File: src/core/uibg_pkg.sv
// shared constants and types for the uart interrupt enable and baud block
package uibg_pkg;

    // register byte addresses on the wishbone bus
    localparam logic [7:0] ADDR_IRQ_ENABLE = 8'h00;
    localparam logic [7:0] ADDR_DIV_LOW = 8'h04;
    localparam logic [7:0] ADDR_DIV_HIGH = 8'h08;
    localparam logic [7:0] ADDR_SCRATCH = 8'h0C;
    localparam logic [7:0] ADDR_MODEM_CTRL = 8'h10;
    localparam logic [7:0] ADDR_SPEED_CFG = 8'h14;
    localparam logic [7:0] ADDR_PRESCALE_CFG = 8'h18;
    localparam logic [7:0] ADDR_STATUS = 8'h1C;

    // field positions
    localparam int IRQ_EN_RX_READY = 0;
    localparam int IRQ_EN_TX_EMPTY = 1;
    localparam int IRQ_EN_LINE = 2;
    localparam int IRQ_EN_MODEM = 3;
    localparam int IRQ_EN_WIDTH = 4;
    localparam int MODEM_CTRL_IRQ_OUT = 3;
    localparam int SPEED_CFG_LO = 6;
    localparam int SPEED_CFG_HI = 7;
    localparam int STATUS_IRQ_OUT = 4;
    localparam int STATUS_HIGH_SPEED = 5;

    // values after reset
    localparam logic [3:0] IRQ_ENABLE_RST = 4'h0;
    localparam logic [15:0] DIVISOR_RST = 16'h0000;
    localparam logic [7:0] SCRATCH_RST = 8'h00;
    localparam logic [7:0] BYTE_RST = 8'h00;

    // encodings
    localparam logic [1:0] SPEED_HIGH = 2'h3;
    localparam logic [1:0] PRESCALE_13 = 2'h0;
    localparam logic [1:0] PRESCALE_1P625 = 2'h1;
    localparam logic [1:0] PRESCALE_1 = 2'h2;
    localparam logic [3:0] IDENT_NONE = 4'h1;
    localparam logic [3:0] IDENT_LINE = 4'h6;
    localparam logic [3:0] IDENT_RX = 4'h4;
    localparam logic [3:0] IDENT_TIMEOUT = 4'hC;
    localparam logic [3:0] IDENT_TX = 4'h2;
    localparam logic [3:0] IDENT_MODEM = 4'h0;

    // clock rates, in MHz, and the fractional ratios built from them
    localparam int CORE_CLK_MHZ = 50;
    localparam int REF_CLK_MHZ = 24;
    localparam logic [5:0] REF_NUM = 6'(REF_CLK_MHZ);
    localparam logic [5:0] REF_DEN = 6'(CORE_CLK_MHZ);
    // 13 = 13/1, 1.625 = 13/8, 1.0 = 1/1 (denominator over numerator)
    localparam logic [5:0] PRE_NUM_13 = 6'h01;
    localparam logic [5:0] PRE_NUM_1P625 = 6'h08;
    localparam logic [5:0] PRE_DEN_13 = 6'h0D;
    localparam logic [5:0] PRE_ONE = 6'h01;

    typedef struct packed {
        logic modem_change;
        logic line_status;
        logic tx_empty;
        logic rx_ready;
        logic rx_timeout;
    } uibg_src_s;

    typedef struct packed {
        logic [5:0] num;
        logic [5:0] den;
    } uibg_ratio_s;

endpackage : uibg_pkg

File: src/core/uibg_top.sv
// uart interrupt enables, gating, identification and baud rate generator
//
// The placing of the registers and the Wishbone interface to the registers are this design's own decisions.
`timescale 1ns/1ps

// How it works
// - interrupt enable bits seven to four read zero
// - bit three enables modem status change interrupt
// - bit two enables receive line status interrupt
// - bit one enables transmit holding empty interrupt
// - bit zero enables received data ready interrupt
// - all enables clear means no interrupt
// - two divisor bytes form sixteen bit divisor
// - divider output is sixteen times bit rate
// - high speed divides undivided 24 MHz directly
// - prescale selects 13, 1.625 or 1.0
// - scratch byte reads back written value
// - interrupt output needs modem control enable bit
// - report line, then rx, tx, modem
module uibg_top (
    // clock and reset
    input wire logic core_clk,
    input wire logic rst,
    // wishbone classic slave
    input wire logic wb_cyc,
    input wire logic wb_stb,
    input wire logic wb_we,
    input wire logic [7:0] wb_adr,
    input wire logic [3:0] wb_sel,
    input wire logic [31:0] wb_dat_w,
    output logic [31:0] wb_dat_r,
    output logic wb_ack,
    // interrupt sources from the rest of the uart, levels
    input wire uibg_pkg::uibg_src_s irq_src,
    // interrupt and identification towards the uart
    output logic uart_irq,
    output logic [3:0] irq_ident,
    // sixteen times bit rate tick for transmitter and receiver
    output logic tick16
);

    // fractional step: acc + num, wrap at den, report the wrap
    function automatic logic [6:0] frac_step(
        input logic [5:0] acc,
        input logic [5:0] num,
        input logic [5:0] den
    );
        logic [6:0] sum;
        sum = {1'b0, acc} + {1'b0, num};
        if (sum >= {1'b0, den}) begin
            frac_step = {1'b1, 6'(sum - {1'b0, den})};
        end else begin
            frac_step = {1'b0, sum[5:0]};
        end
    endfunction : frac_step

    // first hit in reporting order wins
    function automatic logic [3:0] ident_of(
        input logic [3:0] pend,
        input logic timeout
    );
        if (pend[uibg_pkg::IRQ_EN_LINE]) begin
            ident_of = uibg_pkg::IDENT_LINE;
        end else if (pend[uibg_pkg::IRQ_EN_RX_READY]) begin
            ident_of = timeout ? uibg_pkg::IDENT_TIMEOUT
                               : uibg_pkg::IDENT_RX;
        end else if (pend[uibg_pkg::IRQ_EN_TX_EMPTY]) begin
            ident_of = uibg_pkg::IDENT_TX;
        end else if (pend[uibg_pkg::IRQ_EN_MODEM]) begin
            ident_of = uibg_pkg::IDENT_MODEM;
        end else begin
            ident_of = uibg_pkg::IDENT_NONE;
        end
    endfunction : ident_of

    // registers
    logic [3:0] irq_enable_q;
    logic [7:0] baud_divisor_low_q;
    logic [7:0] baud_divisor_high_q;
    logic [7:0] scratch_q;
    logic [7:0] modem_control_reg_q;
    logic [7:0] speed_config_q;
    logic [7:0] prescale_config_q;

    // bus handshake
    logic access;
    logic wr_en;
    logic ack_q;
    logic [31:0] dat_r_q;
    logic [7:0] rd_byte;

    // interrupt path
    logic [3:0] pending;
    logic uart_irq_q;
    logic [3:0] irq_ident_q;

    // baud path
    logic high_speed;
    logic [15:0] divisor;
    uibg_pkg::uibg_ratio_s pre_ratio;
    logic [5:0] ref_acc_q;
    logic [5:0] pre_acc_q;
    logic [6:0] ref_next;
    logic [6:0] pre_next;
    logic ref_tick;
    logic pre_tick;
    logic [15:0] count_q;
    logic tick16_q;

    // a request is answered one cycle after it is seen; ack then drops
    // a write lands at the taking edge, the same edge that raises ack; the
    // master holds the request until ack, so nothing is lost
    assign access = wb_cyc & wb_stb & ~ack_q;
    assign wr_en = access & wb_we & wb_sel[0];

    always_ff @(posedge core_clk or posedge rst) begin
        if (rst) begin
            ack_q <= 1'b0;
        end else begin
            ack_q <= access;
        end
    end

    // write side, one block per register
    always_ff @(posedge core_clk or posedge rst) begin
        if (rst) begin
            irq_enable_q <= uibg_pkg::IRQ_ENABLE_RST;
        end else if (wr_en && wb_adr == uibg_pkg::ADDR_IRQ_ENABLE) begin
            // upper nibble is not stored at all
            irq_enable_q <= wb_dat_w[3:0];
        end
    end

    always_ff @(posedge core_clk or posedge rst) begin
        if (rst) begin
            baud_divisor_low_q <= uibg_pkg::DIVISOR_RST[7:0];
        end else if (wr_en && wb_adr == uibg_pkg::ADDR_DIV_LOW) begin
            baud_divisor_low_q <= wb_dat_w[7:0];
        end
    end

    always_ff @(posedge core_clk or posedge rst) begin
        if (rst) begin
            baud_divisor_high_q <= uibg_pkg::DIVISOR_RST[15:8];
        end else if (wr_en && wb_adr == uibg_pkg::ADDR_DIV_HIGH) begin
            baud_divisor_high_q <= wb_dat_w[7:0];
        end
    end

    always_ff @(posedge core_clk or posedge rst) begin
        if (rst) begin
            scratch_q <= uibg_pkg::SCRATCH_RST;
        end else if (wr_en && wb_adr == uibg_pkg::ADDR_SCRATCH) begin
            // stored only; nothing else looks at it
            scratch_q <= wb_dat_w[7:0];
        end
    end

    always_ff @(posedge core_clk or posedge rst) begin
        if (rst) begin
            modem_control_reg_q <= uibg_pkg::BYTE_RST;
        end else if (wr_en && wb_adr == uibg_pkg::ADDR_MODEM_CTRL) begin
            modem_control_reg_q <= wb_dat_w[7:0];
        end
    end

    always_ff @(posedge core_clk or posedge rst) begin
        if (rst) begin
            speed_config_q <= uibg_pkg::BYTE_RST;
        end else if (wr_en && wb_adr == uibg_pkg::ADDR_SPEED_CFG) begin
            speed_config_q <= wb_dat_w[7:0];
        end
    end

    always_ff @(posedge core_clk or posedge rst) begin
        if (rst) begin
            prescale_config_q <= uibg_pkg::BYTE_RST;
        end else if (wr_en && wb_adr == uibg_pkg::ADDR_PRESCALE_CFG) begin
            prescale_config_q <= wb_dat_w[7:0];
        end
    end

    // read side; unmapped addresses read zero and are still acked
    always_comb begin
        case (wb_adr)
            uibg_pkg::ADDR_IRQ_ENABLE: begin
                rd_byte = {4'h0, irq_enable_q};
            end
            uibg_pkg::ADDR_DIV_LOW: begin
                rd_byte = baud_divisor_low_q;
            end
            uibg_pkg::ADDR_DIV_HIGH: begin
                rd_byte = baud_divisor_high_q;
            end
            uibg_pkg::ADDR_SCRATCH: begin
                rd_byte = scratch_q;
            end
            uibg_pkg::ADDR_MODEM_CTRL: begin
                rd_byte = modem_control_reg_q;
            end
            uibg_pkg::ADDR_SPEED_CFG: begin
                rd_byte = speed_config_q;
            end
            uibg_pkg::ADDR_PRESCALE_CFG: begin
                rd_byte = prescale_config_q;
            end
            // status is read only; writes to it are acked and dropped
            uibg_pkg::ADDR_STATUS: begin
                rd_byte = {2'h0, high_speed, uart_irq_q, irq_ident_q};
            end
            default: begin
                rd_byte = 8'h00;
            end
        endcase
    end

    always_ff @(posedge core_clk or posedge rst) begin
        if (rst) begin
            dat_r_q <= 32'h0000_0000;
        end else if (access) begin
            dat_r_q <= wb_we ? 32'h0000_0000 : {24'h00_0000, rd_byte};
        end
    end

    // interrupt gating: each source masked by its own enable
    always_comb begin
        pending[uibg_pkg::IRQ_EN_MODEM] =
            irq_src.modem_change & irq_enable_q[uibg_pkg::IRQ_EN_MODEM];
        pending[uibg_pkg::IRQ_EN_LINE] =
            irq_src.line_status & irq_enable_q[uibg_pkg::IRQ_EN_LINE];
        pending[uibg_pkg::IRQ_EN_TX_EMPTY] =
            irq_src.tx_empty & irq_enable_q[uibg_pkg::IRQ_EN_TX_EMPTY];
        pending[uibg_pkg::IRQ_EN_RX_READY] =
            irq_src.rx_ready & irq_enable_q[uibg_pkg::IRQ_EN_RX_READY];
    end

    // registered so the pin never glitches while sources settle
    always_ff @(posedge core_clk or posedge rst) begin
        if (rst) begin
            uart_irq_q <= 1'b0;
        end else begin
            uart_irq_q <= modem_control_reg_q[uibg_pkg::MODEM_CTRL_IRQ_OUT]
                          & (|pending);
        end
    end

    // identification follows the enabled sources even with output off
    always_ff @(posedge core_clk or posedge rst) begin
        if (rst) begin
            irq_ident_q <= uibg_pkg::IDENT_NONE;
        end else begin
            irq_ident_q <= ident_of(pending, irq_src.rx_timeout);
        end
    end

    // baud configuration
    assign high_speed = speed_config_q[uibg_pkg::SPEED_CFG_HI:
                                       uibg_pkg::SPEED_CFG_LO]
                        == uibg_pkg::SPEED_HIGH;
    assign divisor = {baud_divisor_high_q, baud_divisor_low_q};

    always_comb begin
        // high speed bypasses the prescaler but keeps the same divisor
        if (high_speed) begin
            pre_ratio = '{num: uibg_pkg::PRE_ONE,
                          den: uibg_pkg::PRE_ONE};
        end else begin
            case (prescale_config_q[1:0])
                uibg_pkg::PRESCALE_1P625: begin
                    pre_ratio = '{num: uibg_pkg::PRE_NUM_1P625,
                                  den: uibg_pkg::PRE_DEN_13};
                end
                uibg_pkg::PRESCALE_1: begin
                    pre_ratio = '{num: uibg_pkg::PRE_ONE,
                                  den: uibg_pkg::PRE_ONE};
                end
                default: begin
                    pre_ratio = '{num: uibg_pkg::PRE_NUM_13,
                                  den: uibg_pkg::PRE_DEN_13};
                end
            endcase
        end
    end

    // 24 MHz enable out of 50 MHz; edges jitter by one core cycle
    assign ref_next = frac_step(ref_acc_q, uibg_pkg::REF_NUM,
                                uibg_pkg::REF_DEN);
    assign ref_tick = ref_next[6];

    always_ff @(posedge core_clk or posedge rst) begin
        if (rst) begin
            ref_acc_q <= 6'h00;
        end else begin
            ref_acc_q <= ref_next[5:0];
        end
    end

    // prescaler runs on the 24 MHz enable
    assign pre_next = frac_step(pre_acc_q, pre_ratio.num, pre_ratio.den);
    assign pre_tick = ref_tick & pre_next[6];

    always_ff @(posedge core_clk or posedge rst) begin
        if (rst) begin
            pre_acc_q <= 6'h00;
        end else if (ref_tick) begin
            // a ratio change can leave acc above den; this step then clears it to zero
            pre_acc_q <= (pre_next[5:0] >= pre_ratio.den) ? 6'h00
                                                           : pre_next[5:0];
        end
    end

    // a new divisor only loads at reload: software that needs it at
    // once writes zero first, which parks and empties the counter
    // divisor counter; a divisor of zero parks the generator
    always_ff @(posedge core_clk or posedge rst) begin
        if (rst) begin
            count_q <= 16'h0000;
        end else if (divisor == 16'h0000) begin
            count_q <= 16'h0000;
        end else if (pre_tick) begin
            if (count_q <= 16'h0001) begin
                count_q <= divisor;
            end else begin
                count_q <= count_q - 16'h0001;
            end
        end
    end

    always_ff @(posedge core_clk or posedge rst) begin
        if (rst) begin
            tick16_q <= 1'b0;
        end else begin
            tick16_q <= pre_tick && divisor != 16'h0000
                        && count_q <= 16'h0001;
        end
    end

    assign wb_ack = ack_q;
    assign wb_dat_r = dat_r_q;
    assign uart_irq = uart_irq_q;
    assign irq_ident = irq_ident_q;
    assign tick16 = tick16_q;

endmodule : uibg_top

File: config.mk
export PLATFORM = sky130hd
export DESIGN_NAME = uibg_top
export DESIGN_NICKNAME = d
export VERILOG_FILES = /design/src/core/uibg_pkg.sv /design/src/core/uibg_top.sv
export SDC_FILE = /design/constraint.sdc
export NUM_CORES = 1
export LEC_CHECK = 0
export ABC_AREA = 1
export BUFFER_PORTS_ARGS = -buffer_cell sky130_fd_sc_hd__clkbuf_2
export CAP_MARGIN = 20
export CORE_ASPECT_RATIO = 1.5
export CORE_MARGIN = 2
export CORE_UTILIZATION = 51
export CTS_CLUSTER_DIAMETER = 60
export DETAILED_ROUTE_END_ITERATION = 10
export HOLD_SLACK_MARGIN = 0.06
export PLACE_DENSITY = 0.82
export SYNTH_ARGS = -nofsm -noshare
export SYNTH_HDL_FRONTEND = slang
export SYNTH_SLANG_ARGS = --single-unit
export TNS_END_PERCENT = 20
File: constraint.sdc
create_clock -name core_clk -period 3.16 [get_ports core_clk]
set_input_delay 0.158 -clock core_clk [delete_from_list [all_inputs] [get_ports core_clk]]
set_output_delay 0.158 -clock core_clk [all_outputs]
set_load 0.01 [all_outputs]
==> qor.csv <==
stage;metric;value;unit
yosys;post-synth top area cell;dfrtp_1;
detailed_routing;detailed-route vias per instance;5.29;
sta;Worst Clk Skew;0.00946;ns
yosys;simple-gate share of the synthesized area;26.0;%
yosys;XOR/XNOR share of the synthesized area;2.27;%
sta;Least-Margin Pin Slew;0.839;ns
power;PnR Total Power;3.62;mW
clock_tree;htree depth;3;
sta;RSZ-0062 raised after global routing;true;
sta;Final period util;96.2;%
detailed_routing;routed wire length;13400;µm
place;post-placement worst setup slack;-0.106;ns
finish;most common library cell in the layout ignoring fill and taps;nand2_1;
global_route;GRT Util Overall;24.1;%
power;cell leakage power;3.14;nW
global_route;initial antenna violation count;0;
detailed_routing;number of DRC markers after the initial detailed-route iteration;427;
sta;max_slew headroom;43.6;%
sta;slack of the critical path;0.120;ns
critical_path;type of origin of the critical path;flip-flop;
yosys;synthesized area divided by synthesized cell count;8.08;µm²
finish;Ant. Diodes;0;
clock_tree;sinks on the clock net;94;
global_route;overall overflow remaining after global route;0;
detailed_routing;detailed-route via count;4659;
power;Power Dens Cells;575;nW/µm²
power;Switching Fraction;31.5;%
clock_tree;Reg clk slew, reported paths;0.07;ns
power;switching power;1.14;mW
sta;count of pins over their slew limit;0;
finish;Syn-to-layout area delta;16.5;%
die;Site Rows;46;
outcome;run status;finished, final reports clean;
clock_tree;cell at the root of the clock tree;clkbuf_16;
sta;hold violation total from the final report;0;
critical_path;maximum fanout along the worst path;5;
place;I/O Buffers;41;
yosys;fraction of the yosys area taken by sequential cells;43.6;%
global_route;first-pass GRT wire length;21300;µm
yosys;combinational family with the most area after synthesis;simple AND/OR/NAND/NOR gates;
sta;final worst path period need;3.04;ns
die;die area;11400;µm²
power;clock power share;32.5;%
yosys;area fraction in compound gates after synthesis;14.2;%
yosys;area share of the largest cell type after synthesis;43.1;%
yosys;number of distinct library cells after synthesis;45;
yosys;multiplexer fraction of the synthesized cell area;0;%
hold_path;cell count of the worst hold path;3;
die;Horiz. Die Dim;88.0;µm
global_route;maximum number of pins on one net before global-route repair;95;
power;Worst VDD drop;238;µV
die;Initial Util;51.8;%
die;top-level I/O count;93;
critical_path;number of cells on the worst reg-to-reg path;23;
detailed_routing;routed length per instance;15.3;µm
global_route;number of global-route vias before repair;4380;
hold_path;path category of the worst min-delay check;in -> reg;
yosys;number of register bits inferred by synthesis;94;
detailed_routing;Antenna Nets Post-Route;0;
yosys;Gate Count Post-Synth;668;
critical_path;arrival time of data at the critical path endpoint;3.32;ns
clock_tree;clock network latency to the later pin of the worst-skew pair;0.34;ns
sta;f_max;329;MHz
critical_path;critical setup path kind;reg -> reg;
yosys;adder-cell area share of the yosys netlist;3.71;%
die;y dimension of the die;130;µm
finish;number of nets in the layout;802;
finish;post-layout util;60.4;%
power;sequential cell fraction of total power;35.3;%
critical_path;required arrival time at the worst endpoint;3.44;ns
finish;commonest cells after routing, fill and taps aside;183 x nand2_1, 93 x dfrtp_1, 64 x inv_1;
sta;setup-violating endpoint count in the final report;0;
sta;Setup TNS;0;ns
detailed_routing;number of detailed-routing iterations run before antenna repair;5;
yosys;total of warnings raised by yosys;0;
yosys;Synth area leaders;dfrtp_1 43%, nand2_1 13%, inv_1 4.7%;
clock_tree;CTS tree;done;
yosys;Post-Syn Area;5400;µm²
flow_run;max capacitance violation total;0;
power;relative contribution of combinational cells to total power;32.1;%
die;core region area;10400;µm²
power;internal power;2.48;mW
detailed_routing;residual DRC count;0;
finish;share of post-route cells with drive strength above 1;19.7;%
critical_path;Critical Path Sink Type;flip-flop;
place;DP Wirelength;9620;µm
clock_tree;TritonCTS Buffers;9;
clock_tree;maximum clock path buffer count;2;
finish;fillcell total;898;
place;GP Congestion;0.905;
[power groups by stage]
stage | sequential [mW] | clock [mW] | combinational [mW]
finish | 1.28 | 1.18 | 1.16
global route | 1.28 | 1.24 | 1.29
CTS | 1.27 | 1.18 | 1.06
detailed placement | 1.29 | 0 | 0.889
global placement | 1.29 | 0 | 0.860
floorplan | 1.28 | 0 | 0.684
[per-stage QoR]
| stage | cell area (µm²) | cells | hold WS, ns |
|---|---|---|---|
| 2_1_floorplan | 5480 | 691 | 0.237 |
| 3_3_place_gp | 5720 | 851 | 0.287 |
| 3_5_place_dp | 5720 | 851 | 0.292 |
| 4_1_cts | 6220 | 879 | 0.0620 |
| 5_1_grt | 6290 | 881 | 0.0600 |
| 6_report | 6290 | 881 | 0.0639 |
[metal layers]
| metal | track usage, % | vias to the layer above | share of wire (%) |
|---|---|---|---|
| li1 | - | 2266 | - |
| met5 | 0 | - | 0 |
| met3 | 2.97 | 41 | 3.8 |
| met1 | 28.3 | 2181 | 38 |
| met4 | 11.5 | 0 | 4.6 |
| met2 | 43.2 | 171 | 54 |
[kinds of logic (layout without fill, tap and decap cells)]
| group | after synthesis | after routing |
|---|---|---|
| xor+xnor | 14 | 14 |
| compound gates | 127 | 127 |
| buf+inv | 116 | 162 |
| simple gates | 300 | 300 |
| fa+ha+maj | 16 | 16 |
| other cells | 1 | 24 |
| flops | 94 | 94 |
[path summary, 6_finish.rpt]
| check | startpoint | end | slack (ns) |
|---|---|---|---|
| setup / recovery | speed_config_q[6]$_DFFE_PP0P_ | pre_acc_q[3]$_DFFE_PP0N_ | 0.12 |
| max in group asynchronous | rst | irq_ident[0]$_DFF_PP1_ | 2.30 |
| hold / removal | irq_src[3] | irq_ident[1]$_DFF_PP0_ | 0.06 |
| min in group asynchronous | rst | pre_acc_q[4]$_DFFE_PP0N_ | 0.46 |
| hold reg to reg | wb_ack$_DFF_PP0_ | wb_ack$_DFF_PP0_ | 0.45 |
| setup reg to reg | speed_config_q[6]$_DFFE_PP0P_ | pre_acc_q[3]$_DFFE_PP0N_ | 0.12 |
[state kept, by name, summed over array words and instances, names as in the netlist]
| signal | count |
|---|---|
| count_q | 16 |
| tick16 | 1 |
| ref_acc_q | 5 |
| prescale_config_q | 8 |
| modem_control_reg_q | 8 |
| pre_acc_q | 6 |
| irq_enable_q | 4 |
| baud_divisor_low_q | 8 |
| scratch_q | 8 |
| wb_dat_r | 8 |
| irq_ident | 4 |
| baud_divisor_high_q | 8 |
| speed_config_q | 8 |
| wb_ack | 1 |
| uart_irq | 1 |
[cells in the mapped netlist, drive strengths merged]
| cell type | n |
|---|---|
| nand3b | 3 |
| nand4 | 6 |
| conb | 1 |
| a21oi | 10 |
| o22ai | 14 |
| xnor2 | 3 |
| nand2 | 198 |
| and2 | 1 |
| o21ai | 86 |
| a31oi | 4 |
| inv | 80 |
| dfstp | 1 |
| nor2 | 41 |
| o2bb2ai | 1 |
| o21bai | 2 |
| o2111ai | 3 |
| o211ai | 3 |
| buf | 34 |
| nor4 | 1 |
| dfrtp | 93 |
| o31ai | 1 |
| ha | 16 |
| xor2 | 11 |
| nor3 | 8 |
| nand3 | 42 |
| o221ai | 2 |
| a221oi | 1 |
| clkbuf | 2 |
[critical path: stages (launching register included)]
cell and delay [ns]:
dfrtp_1 0.39, nand2_2 0.10, nand3_4 0.09, ha_4 0.17, ha_4 0.17, xor2_4 0.16, ha_4 0.23, a21oi_2 0.13
nand2_1 0.08, nand2_2 0.09, nand2_4 0.07, nor2_8 0.17, nand2_8 0.07, nand2_2 0.06, nand2_2 0.06, buf_4 0.13
buf_4 0.12, buf_4 0.12, buf_4 0.12, buf_4 0.12, buf_4 0.12, nor2_1 0.08, nand3_1 0.07, nand2_1 0.06
[repair_timing]
item                       in CTS  in global routing
setup buffers                   6                  2
hold buffers                    6                  0
hold endpoints to repair       96                  0
resized for setup              13                 11
setup endpoints to repair       4                  4
cloned                          0                  0
pin swaps                      12                 13
[final cells by class]
type | instances | area (µm²) | area share (%)
Multi-Input combinational cell | 481 | 2700 | 43.0
Timing Repair Buffer | 66 | 420 | 6.69
Sequential cell | 94 | 2350 | 37.4
Tap cell | 144 | 180 | 2.87
Inverter | 80 | 302 | 4.80
Clock inverter | 6 | 92.6 | 1.47
Clock buffer | 10 | 239 | 3.80
No activity file was read; power rests on OpenSTA's default activity.
